`config.mk`:
```
export PLATFORM = sky130hd
export DESIGN_NAME = ctm_top
export DESIGN_NICKNAME = d
export VERILOG_FILES = /design/src/ctm_pkg.sv /design/src/ctm_tick_gen.sv /design/src/ctm_out_ctl.sv /design/src/ctm_top.sv
export VERILOG_INCLUDE_DIRS = /design/src
export SDC_FILE = /design/constraint.sdc
export NUM_CORES = 1
export LEC_CHECK = 0
export ABC_AREA = 1
export BUFFER_PORTS_ARGS = -buffer_cell sky130_fd_sc_hd__buf_2
export CAP_MARGIN = 25
export CORE_MARGIN = 2
export CORE_UTILIZATION = 38
export CTS_CLUSTER_DIAMETER = 60
export DETAILED_ROUTE_END_ITERATION = 7
export GPL_TIMING_DRIVEN = 0
export SYNTH_ARGS = -nofsm -noshare
export SYNTH_HDL_FRONTEND = slang
export SYNTH_SLANG_ARGS = --single-unit
```
`constraint.sdc`:
```
create_clock -name pclk -period 3 [get_ports pclk]
set_input_delay 0.15 -clock pclk [delete_from_list [all_inputs] [get_ports pclk]]
set_output_delay 0.15 -clock pclk [all_outputs]
set_load 0.01 [all_outputs]
```
`src/ctm_defs.svh`:
```
// Constants of the compact timer: register offsets, field positions, codes.
// Assumes nothing; included by the package and by every design file.
`ifndef CTM_DEFS_SVH
`define CTM_DEFS_SVH

// Register byte offsets on the APB bus
`define CTM_OFS_CTRL0     8'h00
`define CTM_OFS_CTRL1     8'h04
`define CTM_OFS_CNT_LO    8'h08
`define CTM_OFS_CNT_HI    8'h0C
`define CTM_OFS_CMPA_LO   8'h10
`define CTM_OFS_CMPA_HI   8'h14
`define CTM_OFS_PERIOD    8'h18
`define CTM_OFS_STATUS    8'h1C

// First control register fields
`define CTM_C0_PAUSE      7
`define CTM_C0_CKSEL_HI   6
`define CTM_C0_CKSEL_LO   4
`define CTM_C0_ON         3
`define CTM_C0_WMASK      8'hF8

// Second control register fields
`define CTM_C1_MODE_HI    7
`define CTM_C1_MODE_LO    6
`define CTM_C1_ACT_HI     5
`define CTM_C1_ACT_LO     4
`define CTM_C1_INIT       3
`define CTM_C1_INV        2
`define CTM_C1_SWAP       1
`define CTM_C1_CLRSRC     0

// Status register fields
`define CTM_ST_AFLAG      0
`define CTM_ST_PFLAG      1

// Reset values
`define CTM_RST_BYTE      8'h00
`define CTM_RST_WORD      16'h0000

// Operating mode codes
`define CTM_MODE_CMP      2'h0
`define CTM_MODE_UNDEF    2'h1
`define CTM_MODE_PWM      2'h2
`define CTM_MODE_TMR      2'h3

// Pin action codes
`define CTM_ACT_00        2'h0
`define CTM_ACT_01        2'h1
`define CTM_ACT_10        2'h2
`define CTM_ACT_11        2'h3

// Clock source codes
`define CTM_CK_SYS4       3'h0
`define CTM_CK_SYS        3'h1
`define CTM_CK_H16        3'h2
`define CTM_CK_H64        3'h3
`define CTM_CK_SUB0       3'h4
`define CTM_CK_SUB1       3'h5
`define CTM_CK_EXT_RISE   3'h6
`define CTM_CK_EXT_FALL   3'h7

// Prescaler terminal values
`define CTM_PRE_DIV4      6'h03
`define CTM_PRE_DIV16     6'h0F
`define CTM_PRE_DIV64     6'h3F

`endif

```
`src/ctm_pkg.sv`:
```
// Types shared by the compact timer design files.
// Assumes the constants header is on the include path.
`default_nettype none
`include "ctm_defs.svh"

package ctm_pkg;
	typedef logic [15:0] ctm_count_t;
	typedef logic [7:0]  ctm_byte_t;
	typedef logic [2:0]  ctm_cksel_t;
	typedef logic [1:0]  ctm_code_t;
endpackage : ctm_pkg

`default_nettype wire

```
`src/ctm_tick_gen.sv`:
```
// Count tick generator: picks one of seven clock sources (two codes share sub_tick) and emits a pulse.
// Assumes fH equals pclk, sub_tick is a one-cycle pulse, inputs synchronous.
`timescale 1ns/1ps
`default_nettype none
`include "ctm_defs.svh"

module ctm_tick_gen (
	// Clock and reset
	input  wire logic               pclk,
	input  wire logic               presetn,
	// Source choice and raw sources
	input  wire ctm_pkg::ctm_cksel_t clock_source_select,
	input  wire logic               sub_tick,
	input  wire logic               external_count_input,
	// Count tick
	output logic                    tick
);
	logic [5:0] pre_r;
	logic       ext_q_r;

	// Free running prescaler shared by the divided sources
	always_ff @(posedge pclk or negedge presetn) begin
		if (!presetn) begin
			pre_r <= 6'h00;
		end else begin
			pre_r <= pre_r + 6'h01;
		end
	end

	// Previous pin level for edge detection
	always_ff @(posedge pclk or negedge presetn) begin
		if (!presetn) begin
			ext_q_r <= 1'b0;
		end else begin
			ext_q_r <= external_count_input;
		end
	end

	// Source multiplexer
	always_comb begin
		case (clock_source_select)
			`CTM_CK_SYS4:     tick = (pre_r[1:0] == 2'(`CTM_PRE_DIV4));
			`CTM_CK_SYS:      tick = 1'b1;
			`CTM_CK_H16:      tick = (pre_r[3:0] == 4'(`CTM_PRE_DIV16));
			`CTM_CK_H64:      tick = (pre_r == `CTM_PRE_DIV64);
			`CTM_CK_SUB0,
			`CTM_CK_SUB1:     tick = sub_tick;
			`CTM_CK_EXT_RISE: tick = external_count_input & ~ext_q_r;
			`CTM_CK_EXT_FALL: tick = ~external_count_input & ext_q_r;
			default:          tick = 1'b0;
		endcase
	end
endmodule : ctm_tick_gen

`default_nettype wire

```
`src/ctm_out_ctl.sv`:
```
// Output pin control for compare match and PWM modes.
// Assumes start and a_match are one-cycle pulses from the counter logic.
`timescale 1ns/1ps
`default_nettype none
`include "ctm_defs.svh"

module ctm_out_ctl (
	// Clock and reset
	input  wire logic               pclk,
	input  wire logic               presetn,
	// Configuration
	input  wire ctm_pkg::ctm_code_t op_mode_select,
	input  wire ctm_pkg::ctm_code_t pin_action_select,
	input  wire logic               output_initial_level,
	input  wire logic               output_invert,
	// Events
	input  wire logic               start,
	input  wire logic               a_match,
	input  wire logic               pwm_active,
	// Pin
	output logic                    timer_output_pin,
	output logic                    timer_output_en
);
	logic cmp_level_r;
	logic cmp_level_nxt;
	logic raw;

	// Compare mode level: restart loads the initial level, A match acts
	always_comb begin
		cmp_level_nxt = cmp_level_r;
		if (start) begin
			cmp_level_nxt = output_initial_level;
		end else if (a_match) begin
			case (pin_action_select)
				`CTM_ACT_01: cmp_level_nxt = 1'b0;
				`CTM_ACT_10: cmp_level_nxt = 1'b1;
				`CTM_ACT_11: cmp_level_nxt = ~cmp_level_r;
				default:     cmp_level_nxt = cmp_level_r;
			endcase
		end
	end

	always_ff @(posedge pclk or negedge presetn) begin
		if (!presetn) begin
			cmp_level_r <= 1'b0;
		end else begin
			cmp_level_r <= cmp_level_nxt;
		end
	end

	// Level before inversion; active level in PWM is the initial level bit
	always_comb begin
		case (op_mode_select)
			`CTM_MODE_CMP: raw = cmp_level_nxt;
			`CTM_MODE_PWM: begin
				case (pin_action_select)
					`CTM_ACT_01: raw = output_initial_level;
					`CTM_ACT_10: raw = pwm_active ? output_initial_level
						: ~output_initial_level;
					default:     raw = ~output_initial_level;
				endcase
			end
			default:       raw = 1'b0;
		endcase
	end

	// Registered pin; timer/counter mode leaves the pin undriven
	always_ff @(posedge pclk or negedge presetn) begin
		if (!presetn) begin
			timer_output_pin <= 1'b0;
			timer_output_en  <= 1'b0;
		end else begin
			timer_output_pin <= raw ^ output_invert;
			timer_output_en  <= (op_mode_select == `CTM_MODE_CMP)
				| (op_mode_select == `CTM_MODE_PWM);
		end
	end
endmodule : ctm_out_ctl

`default_nettype wire

```
`src/ctm_top.sv`:
```
// Compact 16-bit timer: APB registers, count-up counter, two comparators.
// Assumes a single 125 MHz pclk; pins and sub_tick are synchronous to it.
// Function
// - Pause bit holds counter, resume from value
// - Three-bit field selects counter clock source
// - Timer-on low stops; rising edge clears counter
// - Timer-on rise restores initial pin level in compare mode
// - Low three bits of control zero read zero
// - Mode field: compare, PWM, timer/counter
// - Timer/counter mode leaves pin undriven
// - Compare A match action: keep, low, high, toggle
// - PWM action: inactive, active, waveform
// - Initial level bit: start level or polarity
// - Invert bit inverts output pin
// - Swap bit exchanges PWM period and duty
// - Clear source: compare A or compare P
// - PWM ignores clear source, uses period comparator
// - Counter readable as two read-only bytes
// - Compare A sixteen bits, compare P eight
// - Low bytes pass through shared byte buffer
// - Compare P matches top eight counter bits
// - Match flags; P flag blocked by clear source
// - Sixteen-bit up counter, A compares all bits
//
// Register access over APB and the address map were decided locally.
`timescale 1ns/1ps
`default_nettype none
`include "ctm_defs.svh"

module ctm_top (
	// APB clock and reset
	input  wire logic        pclk,
	input  wire logic        presetn,
	// APB request
	input  wire logic        psel,
	input  wire logic        penable,
	input  wire logic        pwrite,
	input  wire logic [7:0]  paddr,
	input  wire logic [31:0] pwdata,
	// APB answer
	output logic [31:0]      prdata,
	output logic             pready,
	output logic             pslverr,
	// Count sources
	input  wire logic        sub_tick,
	input  wire logic        external_count_input,
	// Output pin
	output logic             timer_output_pin,
	output logic             timer_output_en,
	// Match flags
	output logic             compare_a_flag,
	output logic             compare_p_flag
);
	// Register state
	ctm_pkg::ctm_byte_t  ctrl0_r;
	ctm_pkg::ctm_byte_t  ctrl1_r;
	ctm_pkg::ctm_count_t count_r;
	ctm_pkg::ctm_count_t cmp_a_r;
	ctm_pkg::ctm_byte_t  cmp_p_r;
	ctm_pkg::ctm_byte_t  buf_r;
	logic                on_q_r;

	// Bus helpers
	logic                access;
	logic                done;
	logic                wr_done;
	logic                rd_done;
	logic                mapped;
	logic [31:0]         rd_word;

	// Decoded fields
	logic                counter_pause;
	ctm_pkg::ctm_cksel_t clock_source_select;
	logic                timer_on;
	ctm_pkg::ctm_code_t  op_mode_select;
	ctm_pkg::ctm_code_t  pin_action_select;
	logic                output_initial_level;
	logic                output_invert;
	logic                duty_period_swap;
	logic                clear_source_select;

	// Counter helpers
	logic                tick;
	logic                start;
	logic                run;
	ctm_pkg::ctm_count_t inc;
	logic                a_match;
	logic                p_match;
	logic                clr;
	logic                is_pwm;
	logic [16:0]         duty;
	logic                pwm_active;

	// Address decode used for the mapping check; the read mux decodes paddr itself
	function automatic logic ctm_is_mapped(input logic [7:0] a);
		case (a)
			`CTM_OFS_CTRL0, `CTM_OFS_CTRL1, `CTM_OFS_CNT_LO, `CTM_OFS_CNT_HI,
			`CTM_OFS_CMPA_LO, `CTM_OFS_CMPA_HI, `CTM_OFS_PERIOD,
			`CTM_OFS_STATUS: ctm_is_mapped = 1'b1;
			default:         ctm_is_mapped = 1'b0;
		endcase
	endfunction : ctm_is_mapped

	// Field extraction
	assign counter_pause        = ctrl0_r[`CTM_C0_PAUSE];
	assign clock_source_select  = ctrl0_r[`CTM_C0_CKSEL_HI:`CTM_C0_CKSEL_LO];
	assign timer_on             = ctrl0_r[`CTM_C0_ON];
	assign op_mode_select       = ctrl1_r[`CTM_C1_MODE_HI:`CTM_C1_MODE_LO];
	assign pin_action_select    = ctrl1_r[`CTM_C1_ACT_HI:`CTM_C1_ACT_LO];
	assign output_initial_level = ctrl1_r[`CTM_C1_INIT];
	assign output_invert        = ctrl1_r[`CTM_C1_INV];
	assign duty_period_swap     = ctrl1_r[`CTM_C1_SWAP];
	assign clear_source_select  = ctrl1_r[`CTM_C1_CLRSRC];

	// APB handshake: one wait state so that every answer comes from a flop
	assign access  = psel & penable;
	assign done    = access & pready;
	assign wr_done = done & pwrite & mapped;
	assign rd_done = done & ~pwrite & mapped;
	assign mapped  = ctm_is_mapped(paddr);

	always_ff @(posedge pclk or negedge presetn) begin
		if (!presetn) begin
			pready  <= 1'b0;
			pslverr <= 1'b0;
		end else begin
			pready  <= access & ~pready;
			pslverr <= access & ~pready & ~mapped;
		end
	end

	// Read multiplexer; low bytes of pairs come from the shared buffer
	always_comb begin
		rd_word = 32'h00000000;
		case (paddr)
			`CTM_OFS_CTRL0:   rd_word[7:0] = ctrl0_r & `CTM_C0_WMASK;
			`CTM_OFS_CTRL1:   rd_word[7:0] = ctrl1_r;
			`CTM_OFS_CNT_LO:  rd_word[7:0] = buf_r;
			`CTM_OFS_CNT_HI:  rd_word[7:0] = count_r[15:8];
			`CTM_OFS_CMPA_LO: rd_word[7:0] = buf_r;
			`CTM_OFS_CMPA_HI: rd_word[7:0] = cmp_a_r[15:8];
			`CTM_OFS_PERIOD:  rd_word[7:0] = cmp_p_r;
			`CTM_OFS_STATUS:  rd_word[1:0] = {compare_p_flag, compare_a_flag};
			default:          rd_word      = 32'h00000000;
		endcase
	end

	// Read data captured with the ready flop
	always_ff @(posedge pclk or negedge presetn) begin
		if (!presetn) begin
			prdata <= 32'h00000000;
		end else if (access & ~pready & ~pwrite) begin
			prdata <= rd_word;
		end
	end

	// Control registers; unimplemented bits are never stored
	always_ff @(posedge pclk or negedge presetn) begin
		if (!presetn) begin
			ctrl0_r <= `CTM_RST_BYTE;
			ctrl1_r <= `CTM_RST_BYTE;
		end else if (wr_done) begin
			if (paddr == `CTM_OFS_CTRL0) begin
				ctrl0_r <= pwdata[7:0] & `CTM_C0_WMASK;
			end
			if (paddr == `CTM_OFS_CTRL1) begin
				ctrl1_r <= pwdata[7:0];
			end
		end
	end

	// Compare registers: A high write commits the buffered low byte
	always_ff @(posedge pclk or negedge presetn) begin
		if (!presetn) begin
			cmp_a_r <= `CTM_RST_WORD;
			cmp_p_r <= `CTM_RST_BYTE;
		end else if (wr_done) begin
			if (paddr == `CTM_OFS_CMPA_HI) begin
				cmp_a_r <= {pwdata[7:0], buf_r};
			end
			if (paddr == `CTM_OFS_PERIOD) begin
				cmp_p_r <= pwdata[7:0];
			end
		end
	end

	// Shared byte buffer: A low writes fill it, high reads latch low bytes
	always_ff @(posedge pclk or negedge presetn) begin
		if (!presetn) begin
			buf_r <= `CTM_RST_BYTE;
		end else if (wr_done && paddr == `CTM_OFS_CMPA_LO) begin
			buf_r <= pwdata[7:0];
		end else if (rd_done && paddr == `CTM_OFS_CNT_HI) begin
			buf_r <= count_r[7:0];
		end else if (rd_done && paddr == `CTM_OFS_CMPA_HI) begin
			buf_r <= cmp_a_r[7:0];
		end
	end

	// Clock source selection
	ctm_tick_gen u_tick (
		.pclk                 (pclk),
		.presetn              (presetn),
		.clock_source_select  (clock_source_select),
		.sub_tick             (sub_tick),
		.external_count_input (external_count_input),
		.tick                 (tick)
	);

	// Previous timer-on level, to find its rising edge
	always_ff @(posedge pclk or negedge presetn) begin
		if (!presetn) begin
			on_q_r <= 1'b0;
		end else begin
			on_q_r <= timer_on;
		end
	end

	assign start  = timer_on & ~on_q_r;
	assign run    = tick & timer_on & ~counter_pause & ~start;
	assign inc    = count_r + 16'h0001;
	assign is_pwm = (op_mode_select == `CTM_MODE_PWM);

	// Comparators look at the value the counter is about to take.
	// A value of zero in A would match only on wrap, so it never flags.
	assign a_match = run & (inc == cmp_a_r) & (cmp_a_r != `CTM_RST_WORD);
	// P sees only the top byte; zero in P matches at wrap, i.e. 65536 ticks
	assign p_match = run & (inc[7:0] == 8'h00) & (inc[15:8] == cmp_p_r);

	// Clear choice: PWM follows the period comparator, else clear source
	always_comb begin
		if (is_pwm) begin
			clr = duty_period_swap ? a_match : p_match;
		end else begin
			clr = clear_source_select ? a_match : p_match;
		end
	end

	// Counter: restart, pause hold, clear on match, else count up
	always_ff @(posedge pclk or negedge presetn) begin
		if (!presetn) begin
			count_r <= `CTM_RST_WORD;
		end else if (start) begin
			count_r <= `CTM_RST_WORD;
		end else if (run) begin
			count_r <= clr ? `CTM_RST_WORD : inc;
		end
	end

	// Duty threshold; a P value of zero stands for 65536
	always_comb begin
		if (duty_period_swap) begin
			duty = (cmp_p_r == 8'h00) ? 17'h10000 : {1'b0, cmp_p_r, 8'h00};
		end else begin
			duty = {1'b0, cmp_a_r};
		end
	end

	// Active while below duty; duty at or over the period keeps it on
	assign pwm_active = ({1'b0, count_r} < duty);

	// Match flags, write one to clear; a new match wins over the clear
	always_ff @(posedge pclk or negedge presetn) begin
		if (!presetn) begin
			compare_a_flag <= 1'b0;
			compare_p_flag <= 1'b0;
		end else begin
			if (a_match) begin
				compare_a_flag <= 1'b1;
			end else if (wr_done && paddr == `CTM_OFS_STATUS
				&& pwdata[`CTM_ST_AFLAG]) begin
				compare_a_flag <= 1'b0;
			end
			if (p_match & ~clear_source_select) begin
				compare_p_flag <= 1'b1;
			end else if (wr_done && paddr == `CTM_OFS_STATUS
				&& pwdata[`CTM_ST_PFLAG]) begin
				compare_p_flag <= 1'b0;
			end
		end
	end

	// Output pin logic
	ctm_out_ctl u_out (
		.pclk                 (pclk),
		.presetn              (presetn),
		.op_mode_select       (op_mode_select),
		.pin_action_select    (pin_action_select),
		.output_initial_level (output_initial_level),
		.output_invert        (output_invert),
		.start                (start),
		.a_match              (a_match),
		.pwm_active           (pwm_active),
		.timer_output_pin     (timer_output_pin),
		.timer_output_en      (timer_output_en)
	);
endmodule : ctm_top

`default_nettype wire

```
# Word level (Yosys, flattened, before mapping)
# Memories as Yosys holds them, arrays and structs flattened.
# Cells that the tools add are included.
# word_totals
reg_bits,84
rom_bits,32
output_inout_bits,38
word_cells,125
mem_count,1
# memory_table
memory,depth,width,rd,rd_clocked_by_memory_dff,wr,line_no,text
(name not given),32,1,1,0,0,ctm_top.sv:96,case (a)
# classes
add_sub_neg,2
n_lt_le_gt_ge,1
eq_ne,23
n_mux,25
bitwise,33
n_reduce_logical,23
# ops
cell,n
$mux 16,3
$pmux 6 s6,1
$mux 17,2
$eq 8x5->1 const B,4
$logic_not 8->1,3
$mux 8,3
$and 1x1->1,20
$lt 16x17->1,1
$add 16x1->16 const B,1
$eq 16x16->1,1
$eq 8x4->1 const B,2
$reduce_bool 16->1,1
$eq 3x3->1 const B,4
$pmux 2 s6,1
$mux 1,11
$not 1->1,11
$eq 2x2->1 const B,4
$eq 8x3->1 const B,1
$eq 8x8->1,1
$reduce_and 2->1,4
$pmux 1 s7,1
$add 6x1->6 const B,1
$eq 3x2->1 const B,2
$eq 6x6->1 const B,1
13 further kinds,23

# Depth between registers and ports, before layout
# Gate-level depths: netlist of the first run.
# logic_depth
depth_word,13
ltp_mapped,21
ltp_nobuf,21

# Modules after synthesis
# Synthesis of the first run repeated with hierarchy kept, for this count alone.
# unflattened
cells_unflattened,808
area_unflattened_um2,5672.9
# by_module_without_submodules
mod,instances,cells_each,area_each_um2,seq_area_each_um2
ctm_top,1,737,5111.2,1851.8
ctm_tick_gen,1,36,322.8,175.2
ctm_out_ctl,1,35,239.0,75.1

# Worst setup path before layout of the first run
# No wires, ideal clock.
# synth_path
path_kind,flip-flop to flip-flop
from,register ctrl1_r[1]
to,register u_out.timer_output_pin
setup_time_ns,0.116
arrival_ns,2.096
setup_slack_ns,0.788
path_stages_with_launch,21
cell_sequence,dfrtp_1 -> clkbuf_1 -> inv_1 -> buf_2 -> nor2_1 -> o21bai_1 -> ha_1 -> and3_1 -> nand4_1 -> nor2_1 -> nand2_1 -> nand2_1 -> nand2_1 -> nand3_1 -> nand2_1 -> nand2_1 -> nand2_1 -> nand2_1 -> nand2_1 -> nand2_1 -> nand2_1
# synth_between
elab_chain_len,6
# synth_rtl
element,line_no,text
start: declaration,ctm_top.sv:56,ctm_pkg::ctm_byte_t ctrl1_r;
start signal: assignment,ctm_top.sv:161,ctrl1_r <= `CTM_RST_BYTE;
start signal: assignment,ctm_top.sv:167,ctrl1_r <= pwdata[7:0];
$mux 17,ctm_top.sv:252,if (duty_period_swap) begin
$lt 16x17->1,ctm_top.sv:260,"assign pwm_active = ({1'b0, count_r} < duty);"
$mux 1,ctm_out_ctl.sv:58,`CTM_ACT_10: raw = pwm_active ? output_initial_level
$pmux 1 s2,ctm_out_ctl.sv:56,case (pin_action_select)
$pmux 1 s2,ctm_out_ctl.sv:53,case (op_mode_select)
$xor 1x1->1,ctm_out_ctl.sv:73,timer_output_pin <= raw ^ output_invert;
end signal: assignment,ctm_out_ctl.sv:73,
end: declaration,ctm_out_ctl.sv:21,"output logic timer_output_pin,"
# No other way between the ends.
# A chain may end at the register's enable or synchronous reset.

# Worst setup path in the final report of the first run
# layout_path
from,register u_tick.pre_r[0]
to,register count_r[11]
# layout_between
elab_chain_len,12
word_cells_on_any_way,18
# layout_rtl
element,line_no,text
start: declaration,ctm_tick_gen.sv:18,logic [5:0] pre_r;
start signal: assignment,ctm_tick_gen.sv:26,pre_r <= pre_r + 6'h01;
$eq 6x6->1 (no source line) (tied with other cells),-,
$pmux 1 s7 (*),ctm_tick_gen.sv:41,case (clock_source_select)
$and 1x1->1 (*) (3 in series),ctm_top.sv:220,assign run = tick & timer_on & ~counter_pause & ~start;
"$and 1x1->1, on equally long branches (2 in series)","ctm_top.sv:228, ctm_top.sv:226",
"$mux 1, on equally long branches","ctm_top.sv:235, ctm_top.sv:233",
$mux 1,ctm_top.sv:232,if (is_pwm) begin
$mux 16,ctm_top.sv:246,count_r <= clr ? `CTM_RST_WORD : inc;
$mux 16,ctm_top.sv:245,end else if (run) begin
$mux 16,ctm_top.sv:243,end else if (start) begin
end signal: assignment,ctm_top.sv:242,count_r <= `CTM_RST_WORD;
end signal: assignment,ctm_top.sv:244,count_r <= `CTM_RST_WORD;
end signal: assignment,ctm_top.sv:246,
end: declaration,ctm_top.sv:57,ctm_pkg::ctm_count_t count_r;
# Mark *: on every way between the ends. The rest lies on a longest branch, timed or not. The select of a mux whose other input is x is not followed.

==> results of run 1 <==
==> cell families (layout without fill, tap and decap cells) <==
| logic type | after synthesis | after routing |
|---|---|---|
| fa+ha+maj | 20 | 20 |
| mux | 4 | 4 |
| buf+inv | 142 | 196 |
| other cells | 1 | 24 |
| xor+xnor | 9 | 9 |
| compound gates | 110 | 110 |
| flops | 84 | 84 |
| simple gates | 473 | 473 |
==> routing by layer <==
metal  routed length (µm)  part of all wire [%]  global-route usage, %
met3                 1020                   5.7                   2.93
met1                 8390                    47                   32.5
met2                 7940                    45                   35.1
met4                  419                   2.4                   8.40
met5                    0                     0                      0
==> flip-flops by register name, summed over array words and instances, names as in the netlist, 5 cells and up <==
name,flops
buf_r,8
cmp_a_r,16
cmp_p_r,8
u_tick.pre_r,6
ctrl0_r,5
prdata,8
count_r,16
ctrl1_r,8
==> how the worst max path moves through the flow <==
stage | end | slack, ps | depth (start not counted)
floorplan | u_out.timer_output_pin$_DFF_PN0_ | 790 | 20
global placement | u_out.timer_output_pin$_DFF_PN0_ | 210 | 17
detailed placement | u_out.timer_output_pin$_DFF_PN0_ | 190 | 19
CTS | u_out.timer_output_pin$_DFF_PN0_ | 170 | 19
global route | count_r[11]$_DFFE_PN0P_ | 40 | 15
finish | count_r[11]$_DFFE_PN0P_ | 240 | 15
==> through the flow <==
stage	cells	hold slack, ps
2_1_floorplan	866	-146
3_3_place_gp	1086	285
3_5_place_dp	1087	41.3
4_1_cts	1105	63.4
5_1_grt	1104	87.9
6_report	1104	68.7
==> power breakdown <==
part           switching, mW  leakage [nW]  internal, mW  total, mW
registers            0.00944          1.14          1.14       1.15
clock network          0.522         0.160         0.761       1.28
logic                 0.0861          1.95        0.0544      0.140
==> final cells by class <==
class	instances	area (µm²)
tap	184	230
clock inverter	6	93.8
buffer	38	254
clock buffer	10	239
timing repair buffer	39	230
fill	1537	8010
sequential	84	2100
inverter	103	387
multi-input combinational	640	3100
==> what timing repair did <==
item                                   in CTS  in global routing
gates resized for setup                     0                  2
endpoints found under the hold margin      17                  0
hold buffers                                2                  0
setup endpoints to repair                   0                 11
==> critical path, stage by stage, from the launching register on <==
cell	delay (ps)
sky130_fd_sc_hd__dfrtp_1	370
sky130_fd_sc_hd__ha_1	210
sky130_fd_sc_hd__nand2_1	60
sky130_fd_sc_hd__nor2_1	150
sky130_fd_sc_hd__nand3_1	100
sky130_fd_sc_hd__nand3_1	120
sky130_fd_sc_hd__nand3_1	410
sky130_fd_sc_hd__inv_1	230
sky130_fd_sc_hd__nand3_1	120
sky130_fd_sc_hd__nor2_2	210
sky130_fd_sc_hd__nand2_1	80
sky130_fd_sc_hd__nand2_1	100
sky130_fd_sc_hd__nand3_4	150
sky130_fd_sc_hd__buf_6	180
sky130_fd_sc_hd__nand3_1	80
sky130_fd_sc_hd__nand2_1	60
==> layout by cell type, fill, tap and decap left out, types with 2 or more instances in the layout <==
cell type                       Yosys  final
sky130_fd_sc_hd__buf_2              2     37
sky130_fd_sc_hd__nand2_2            6      6
sky130_fd_sc_hd__a22oi_1            2      2
sky130_fd_sc_hd__o22ai_1           11     11
sky130_fd_sc_hd__ha_1              20     20
sky130_fd_sc_hd__bufinv_16          0      2
sky130_fd_sc_hd__nand4_1            9      9
sky130_fd_sc_hd__or2_2              2      2
sky130_fd_sc_hd__nor3_1             6      6
sky130_fd_sc_hd__a21oi_1           18     18
sky130_fd_sc_hd__nand3b_1           3      3
sky130_fd_sc_hd__clkbuf_16          0      9
sky130_fd_sc_hd__clkbuf_1          10      9
sky130_fd_sc_hd__nor2_2             8      8
sky130_fd_sc_hd__a221oi_1           5      5
sky130_fd_sc_hd__nand2_1          273    273
sky130_fd_sc_hd__dfrtp_2            0      2
sky130_fd_sc_hd__o21ai_0           57     57
sky130_fd_sc_hd__inv_6              0      2
sky130_fd_sc_hd__xor2_1             8      8
sky130_fd_sc_hd__o21ai_1            2      2
sky130_fd_sc_hd__dfrtp_1           84     82
sky130_fd_sc_hd__dlygate4sd3_1      0      2
sky130_fd_sc_hd__inv_1            102    102
sky130_fd_sc_hd__nor2_1            78     78
sky130_fd_sc_hd__a31oi_1           10     10
sky130_fd_sc_hd__buf_4             25     26
sky130_fd_sc_hd__nand3_1           79     79
sky130_fd_sc_hd__buf_6              2      2
sky130_fd_sc_hd__conb_1             1     24
sky130_fd_sc_hd__nor2_4             3      3
sky130_fd_sc_hd__mux2_2             4      4
==> metrics.log, run 1 <==
[metrics] height of the die: 127 µm
[metrics] clock transition at the registers of the reported paths: 70 ps
[metrics] power per cell area: 388 mW/mm²
[metrics] end-of-flow core utilization: 45.3%
[metrics] Final min period: 2760 ps
[metrics] fraction of the yosys area taken by sequential cells: 36.5%
[metrics] TritonCTS clock tree: built
[metrics] width of the die: 127 µm
[metrics] total CTS buffers: 9
[metrics] max-slew violations: 0
[metrics] CTS H-tree depth: 3
[metrics] Endpoint, Worst Hold: pready$_DFF_PN0_
[metrics] Max clock buf depth: 2
[metrics] number of top-level design ports: 85
[metrics] required time of the critical path: 3240 ps
[metrics] pre-CTS setup slack: 189 ps
[metrics] number of cells on the worst reg-to-reg path: 15
[metrics] average wire length per cell after detail routing: 16.1 µm
[metrics] RSZ-0062 raised after global routing: no
[metrics] synth warn: 0
[metrics] Gate Count Post-Synth: 843
[metrics] placement row count: 44
[metrics] area share of fa/ha/maj cells after synthesis: 4.35%
[metrics] Setup Total Neg Slack: 0 ps
[metrics] number of maximum-capacitance violations: 0
[metrics] remaining antenna violation count: 0
[metrics] startpoint of the tightest hold check path: penable
[metrics] insertion delay to the later sink of the worst-skew pair: 350 ps
[metrics] worst-case setup margin in the final layout: 241 ps
[metrics] element type at the critical path start: flip-flop
[metrics] summed area of non-filler cells in the final layout: 0.00664 mm²
[metrics] LEAKAGE: 3.25 nW
[metrics] share of flip-flops with an asynchronous set or reset: 100%
[metrics] maximum number of pins on one net before global-route repair: 69
[metrics] relative max-transition margin: 51.0%
[metrics] ratio of cells with drive above 1 in the final layout: 12.1%
[metrics] Die ar.: 0.0161 mm²
[metrics] Fmax achieved: 362 MHz
[metrics] leading cell type by number of instances after synthesis: sky130_fd_sc_hd__nand2_1
[metrics] Area Growth Syn to Fin: 15.3%
[metrics] maximum clock skew at final layout: 8.77 ps
[metrics] first-pass GRT wire length: 28100 µm
[metrics] flop and latch count out of synthesis: 84
[metrics] average size of a mapped cell: 6.83 µm²
[metrics] worst-margin pin slew: 735 ps
[metrics] EDFF count, synth: 0
[metrics] dominant combinational cell family by area after synthesis: simple AND/OR/NAND/NOR gates
[metrics] total via count in the routed design: 5561
[metrics] Worst EP arrival: 3000 ps
[metrics] depth of the worst hold-timing path: 3
[metrics] number of nets at the end of the flow: 982
[metrics] GRT Overall Usage: 22.7%
[metrics] top flip-flop cell by instance count after synthesis: sky130_fd_sc_hd__dfrtp_1
[metrics] Vias per Instance: 5.04
[metrics] ranking of synthesized cells by instance count: sky130_fd_sc_hd__nand2_1, sky130_fd_sc_hd__inv_1, sky130_fd_sc_hd__dfrtp_1, sky130_fd_sc_hd__nand3_1, sky130_fd_sc_hd__nor2_1
[metrics] routability congestion estimate from global placement: 0.929
[metrics] outcome: finished, final reports clean
[metrics] dominant cells by area after synthesis: sky130_fd_sc_hd__dfrtp_1, sky130_fd_sc_hd__nand2_1, sky130_fd_sc_hd__nand3_1, sky130_fd_sc_hd__inv_1, sky130_fd_sc_hd__nor2_1
[metrics] Crit Path Class: reg -> reg
[metrics] peak supply drop: 0.324 mV
[metrics] number of global-route vias before repair: 5100
[metrics] setup slack on the worst flop-to-flop path: 240 ps
[metrics] number of antenna violations at the first check in global routing: 0
[metrics] Floorplan Core Area: 0.0146 mm²
[metrics] area of the mapped netlist: 0.00576 mm²
[metrics] initial drt markers: 441
[metrics] final WL: 17800 µm
[metrics] critical register-to-register path endpoint: count_r[11]$_DFFE_PN0P_
[metrics] post-CTS setup buffer count: 0
[metrics] number of I/O port buffers: 36
[metrics] starting density of the core: 39.3%
[metrics] worst-path fanout max: 10
[metrics] Overall Power: 2.58 mW
[metrics] number of remaining DRC errors: 0
[metrics] Hold WC Path Type: in -> reg
[metrics] Remaining Overflow, GRT: 0
[metrics] antenna fix cells: 0
[metrics] drt pass-1 iters: 5
[metrics] area share of the largest cell type after synthesis: 36.5%
[metrics] cell area reported after detailed placement: 0.00628 mm²
[metrics] simple logic cell fraction of the synthesized area: 35.0%
[metrics] critical path startpoint: u_tick.pre_r[0]$_DFF_PN0_
[metrics] cell accounting for the most synthesized area: sky130_fd_sc_hd__dfrtp_1
[metrics] post-synthesis compound-gate area fraction: 10.7%
[metrics] Final Hold Vio Count: 0
[metrics] buffer type at the clock tree root: sky130_fd_sc_hd__clkbuf_16
[metrics] clk sink count: 84
[metrics] final setup violating endpoints: 0
[metrics] final critical-path share of the clock period: 92.0%
[metrics] number of unique standard cell types used by synthesis: 40
[metrics] reg-to-reg startpoint: u_tick.pre_r[0]$_DFF_PN0_
[metrics] type of destination of the critical path: flip-flop
[metrics] xor/xnor cell area share of the yosys netlist: 1.37%
[metrics] placed wire-length estimate: 13900 µm
[metrics] share of synthesized area spent on multiplexers: 0.782%
Note: power is estimated with default switching activity, not from simulation.
==> run 2: changes to the inputs <==
--- a/config.mk
+++ b/config.mk
@@ -8,12 +8,13 @@
 export LEC_CHECK = 0
 export ABC_AREA = 1
 export BUFFER_PORTS_ARGS = -buffer_cell sky130_fd_sc_hd__buf_2
-export CAP_MARGIN = 25
+export CAP_MARGIN = 10
 export CORE_MARGIN = 2
 export CORE_UTILIZATION = 38
 export CTS_CLUSTER_DIAMETER = 60
 export DETAILED_ROUTE_END_ITERATION = 7
 export GPL_TIMING_DRIVEN = 0
+export REMOVE_ABC_BUFFERS = 1
 export SYNTH_ARGS = -nofsm -noshare
 export SYNTH_HDL_FRONTEND = slang
 export SYNTH_SLANG_ARGS = --single-unit
==> run 2 against run 1 <==
Non-clock buffer count fell by 37. Final area fell by 4.0%. Clock skew fell by 2.7 ps. Sequential power barely moved. Cell count fell by 3.4%. Critical path depth fell by 1. First-iteration DRC count fell by 11%. Die area did not move. Wire length fell by 5.4%. Utilization fell by 1.8 points. Clock-buffer cell count did not move. Global-route usage fell by 0.70 points. Critical endpoint is now count_r[7]$_DFFE_PN0P_.
==> metrics.log, run 2 (synthesis results as in run 1) <==
[metrics] outcome: finished, final reports clean
[metrics] clock power share: 48.5%
[metrics] power per cell area: 387 mW/mm²
[metrics] initial drt markers: 391
[metrics] placement row count: 44
[metrics] remaining antenna violation count: 0
[metrics] Floorplan Core Area: 0.0146 mm²
[metrics] setup slack on the worst flop-to-flop path: 280 ps
[metrics] CTS H-tree depth: 3
[metrics] maximum clock skew at final layout: 6.08 ps
[metrics] portion of total power attributed to sequential cells: 46.8%
[metrics] required time of the critical path: 3250 ps
[metrics] placed wire-length estimate: 13100 µm
[metrics] Worst EP arrival: 2970 ps
[metrics] element type at the critical path start: flip-flop
[metrics] clock transition at the registers of the reported paths: 70 ps
[metrics] TritonCTS clock tree: built
[metrics] part of the power in combinational logic: 4.7%
[metrics] final critical-path share of the clock period: 90.7%
[metrics] number of top-level design ports: 85
[metrics] switching part of the total: 24.8%
[metrics] Overall Power: 2.47 mW
[metrics] biggest regs: cmp_a_r x16, count_r x16
[metrics] Placed Instances: 1049
[metrics] maximum number of pins on one net before global-route repair: 70
[metrics] Switching Power: 611 µW
[metrics] LEAKAGE: 3.08 nW
[metrics] number of standard cells in the final layout excluding fillers: 1067
[metrics] number of I/O port buffers: 36
[metrics] worst-path fanout max: 18
[metrics] number of maximum-capacitance violations: 0
[metrics] final setup violating endpoints: 0
[metrics] Remaining Overflow, GRT: 0
[metrics] Hold WC Path Type: in -> reg
[metrics] Final min period: 2720 ps
[metrics] antenna fix cells: 0
[metrics] number of remaining DRC errors: 0
[metrics] height of the die: 127 µm
[metrics] Max clock buf depth: 2
[metrics] reg-to-reg startpoint: u_tick.pre_r[0]$_DFF_PN0_
[metrics] peak supply drop: 0.249 mV
[metrics] Vias per Instance: 5.05
[metrics] Endpoint, Worst Hold: pready$_DFF_PN0_
[metrics] final WL: 16800 µm
[metrics] Crit Path Class: reg -> reg
[metrics] cell internal power dissipation: 1.85 mW
[metrics] Area Growth Syn to Fin: 10.6%
[metrics] starting density of the core: 39.3%
[metrics] GRT Overall Usage: 22.0%
[metrics] average wire length per cell after detail routing: 15.8 µm
[metrics] total via count in the routed design: 5392
[metrics] Fmax achieved: 368 MHz
[metrics] depth of the worst hold-timing path: 3
[metrics] Final Hold Vio Count: 0
[metrics] number of antenna violations at the first check in global routing: 0
[metrics] buffer type at the clock tree root: sky130_fd_sc_hd__clkbuf_16
[metrics] relative max-transition margin: 41.8%
[metrics] filler instances: 1552
[metrics] first-pass GRT wire length: 27100 µm
[metrics] type of destination of the critical path: flip-flop
[metrics] worst-margin pin slew: 871 ps
[metrics] startpoint of the tightest hold check path: penable
[metrics] total CTS buffers: 9
[metrics] critical register-to-register path endpoint: count_r[7]$_DFFE_PN0P_
[metrics] routability congestion estimate from global placement: 0.922
[metrics] insertion delay to the later sink of the worst-skew pair: 360 ps
[metrics] ratio of cells with drive above 1 in the final layout: 9.51%
[metrics] drt pass-1 iters: 4
[metrics] width of the die: 127 µm
[metrics] most common library cell in the layout ignoring fill and taps: sky130_fd_sc_hd__nand2_1
[metrics] commonest cells after routing, fill and taps aside: sky130_fd_sc_hd__nand2_1, sky130_fd_sc_hd__inv_1, sky130_fd_sc_hd__dfrtp_1
[metrics] max-slew violations: 0
[metrics] clk sink count: 84
[metrics] number of global-route vias before repair: 5066
[metrics] Die ar.: 0.0161 mm²
[metrics] post-CTS setup buffer count: 0
[metrics] RSZ-0062 raised after global routing: no
[metrics] number of nets at the end of the flow: 945
[metrics] number of cells on the worst reg-to-reg path: 14
## run 2: changes by cell type in the layout (fill, tap and decap cells not counted)
cell / delta
sky130_fd_sc_hd__clkinv_2: +1
sky130_fd_sc_hd__nand3_1: -1
sky130_fd_sc_hd__nand3_2: +1
sky130_fd_sc_hd__clkinvlp_4: -1
sky130_fd_sc_hd__bufinv_16: -1
sky130_fd_sc_hd__buf_6: -2
sky130_fd_sc_hd__buf_4: -24
sky130_fd_sc_hd__buf_2: -2
sky130_fd_sc_hd__clkinv_4: +1
sky130_fd_sc_hd__clkbuf_1: -9
## run 2: how the worst max path moves through the flow
| stage | startpoint | end | slack (ps) | cells after the start |
|---|---|---|---|---|
| 5_1_grt | u_tick.pre_r[0]$_DFF_PN0_ | count_r[9]$_DFFE_PN0P_ | 10 | 14 |
| 2_1_floorplan | ctrl1_r[1]$_DFFE_PN0P_ | u_out.timer_output_pin$_DFF_PN0_ | 790 | 18 |
| 4_1_cts | ctrl1_r[1]$_DFFE_PN0P_ | u_out.timer_output_pin$_DFF_PN0_ | 230 | 17 |
| 3_3_place_gp | u_tick.pre_r[0]$_DFF_PN0_ | count_r[11]$_DFFE_PN0P_ | -20 | 14 |
| 6_report | u_tick.pre_r[0]$_DFF_PN0_ | count_r[7]$_DFFE_PN0P_ | 280 | 14 |
| 3_5_place_dp | u_tick.pre_r[0]$_DFF_PN0_ | count_r[7]$_DFFE_PN0P_ | -10 | 14 |
## run 2: through the flow
step                util (%)  worst slack (ps)  area, µm²  TNS, ps  hold WS [ps]
floorplan                  -               791       5590        0          -146
global placement        40.9             -15.9       6000    -96.8           286
detailed placement      41.2             -12.8       6030    -32.4          39.1
CTS                     43.5               228       6370        0          33.8
global route            43.5              13.3       6370        0          75.3
finish                  43.5               279       6370        0          38.7
## run 2: power groups by stage
| stage | clock (mW) | combinational (mW) | sequential, mW |
|---|---|---|---|
| 2_1_floorplan | 0 | 0.0383 | 1.18 |
| 3_3_place_gp | 0 | 0.111 | 1.18 |
| 6_report | 1.20 | 0.117 | 1.15 |
| 4_1_cts | 1.21 | 0.119 | 1.15 |
| 5_1_grt | 1.25 | 0.133 | 1.15 |
| 3_5_place_dp | 0 | 0.116 | 1.17 |
## run 2: area by class of cell
cell class | count | area, µm² | area share [%]
multi-input cells | 640 | 3100 | 48.7
flip-flops and latches | 84 | 2100 | 33.0
inverters | 103 | 387 | 6.07
clock buffers | 10 | 239 | 3.75
repair buffers | 40 | 238 | 3.73
well taps | 184 | 230 | 3.61
clock inverters | 6 | 70.1 | 1.10
## run 2: worst max-delay path, stage by stage, from the launching register on
cell and delay, ps:
sky130_fd_sc_hd__dfrtp_1 370, sky130_fd_sc_hd__ha_1 210, sky130_fd_sc_hd__nand2_1 60, sky130_fd_sc_hd__nor2_1 160
sky130_fd_sc_hd__nand3_1 100, sky130_fd_sc_hd__nand3_1 140, sky130_fd_sc_hd__nand3_2 390, sky130_fd_sc_hd__inv_1 210
sky130_fd_sc_hd__nand3_1 130, sky130_fd_sc_hd__nor2_2 220, sky130_fd_sc_hd__nand2_1 70, sky130_fd_sc_hd__nand2_1 100
sky130_fd_sc_hd__nand3_4 210, sky130_fd_sc_hd__nand3_1 160, sky130_fd_sc_hd__nand2_1 60
## run 2: routing by layer
metal  vias to the layer above  track usage, %  share of wire [%]
li1                       2748               -                  -
met1                      2426            30.7                 47
met2                       184            33.5                 43
met3                        34            3.48                6.4
met4                         0            10.2                3.5
met5                         -               0                  0
## run 2: what timing repair did
action / in CTS / in global routing
cloned: 0 / 0
setup endpoints to repair: 16 / 10
pin swaps: 0 / 0
endpoints found under the hold margin: 16 / 0
hold buffers: 2 / 0
gates resized for setup: 1 / 2
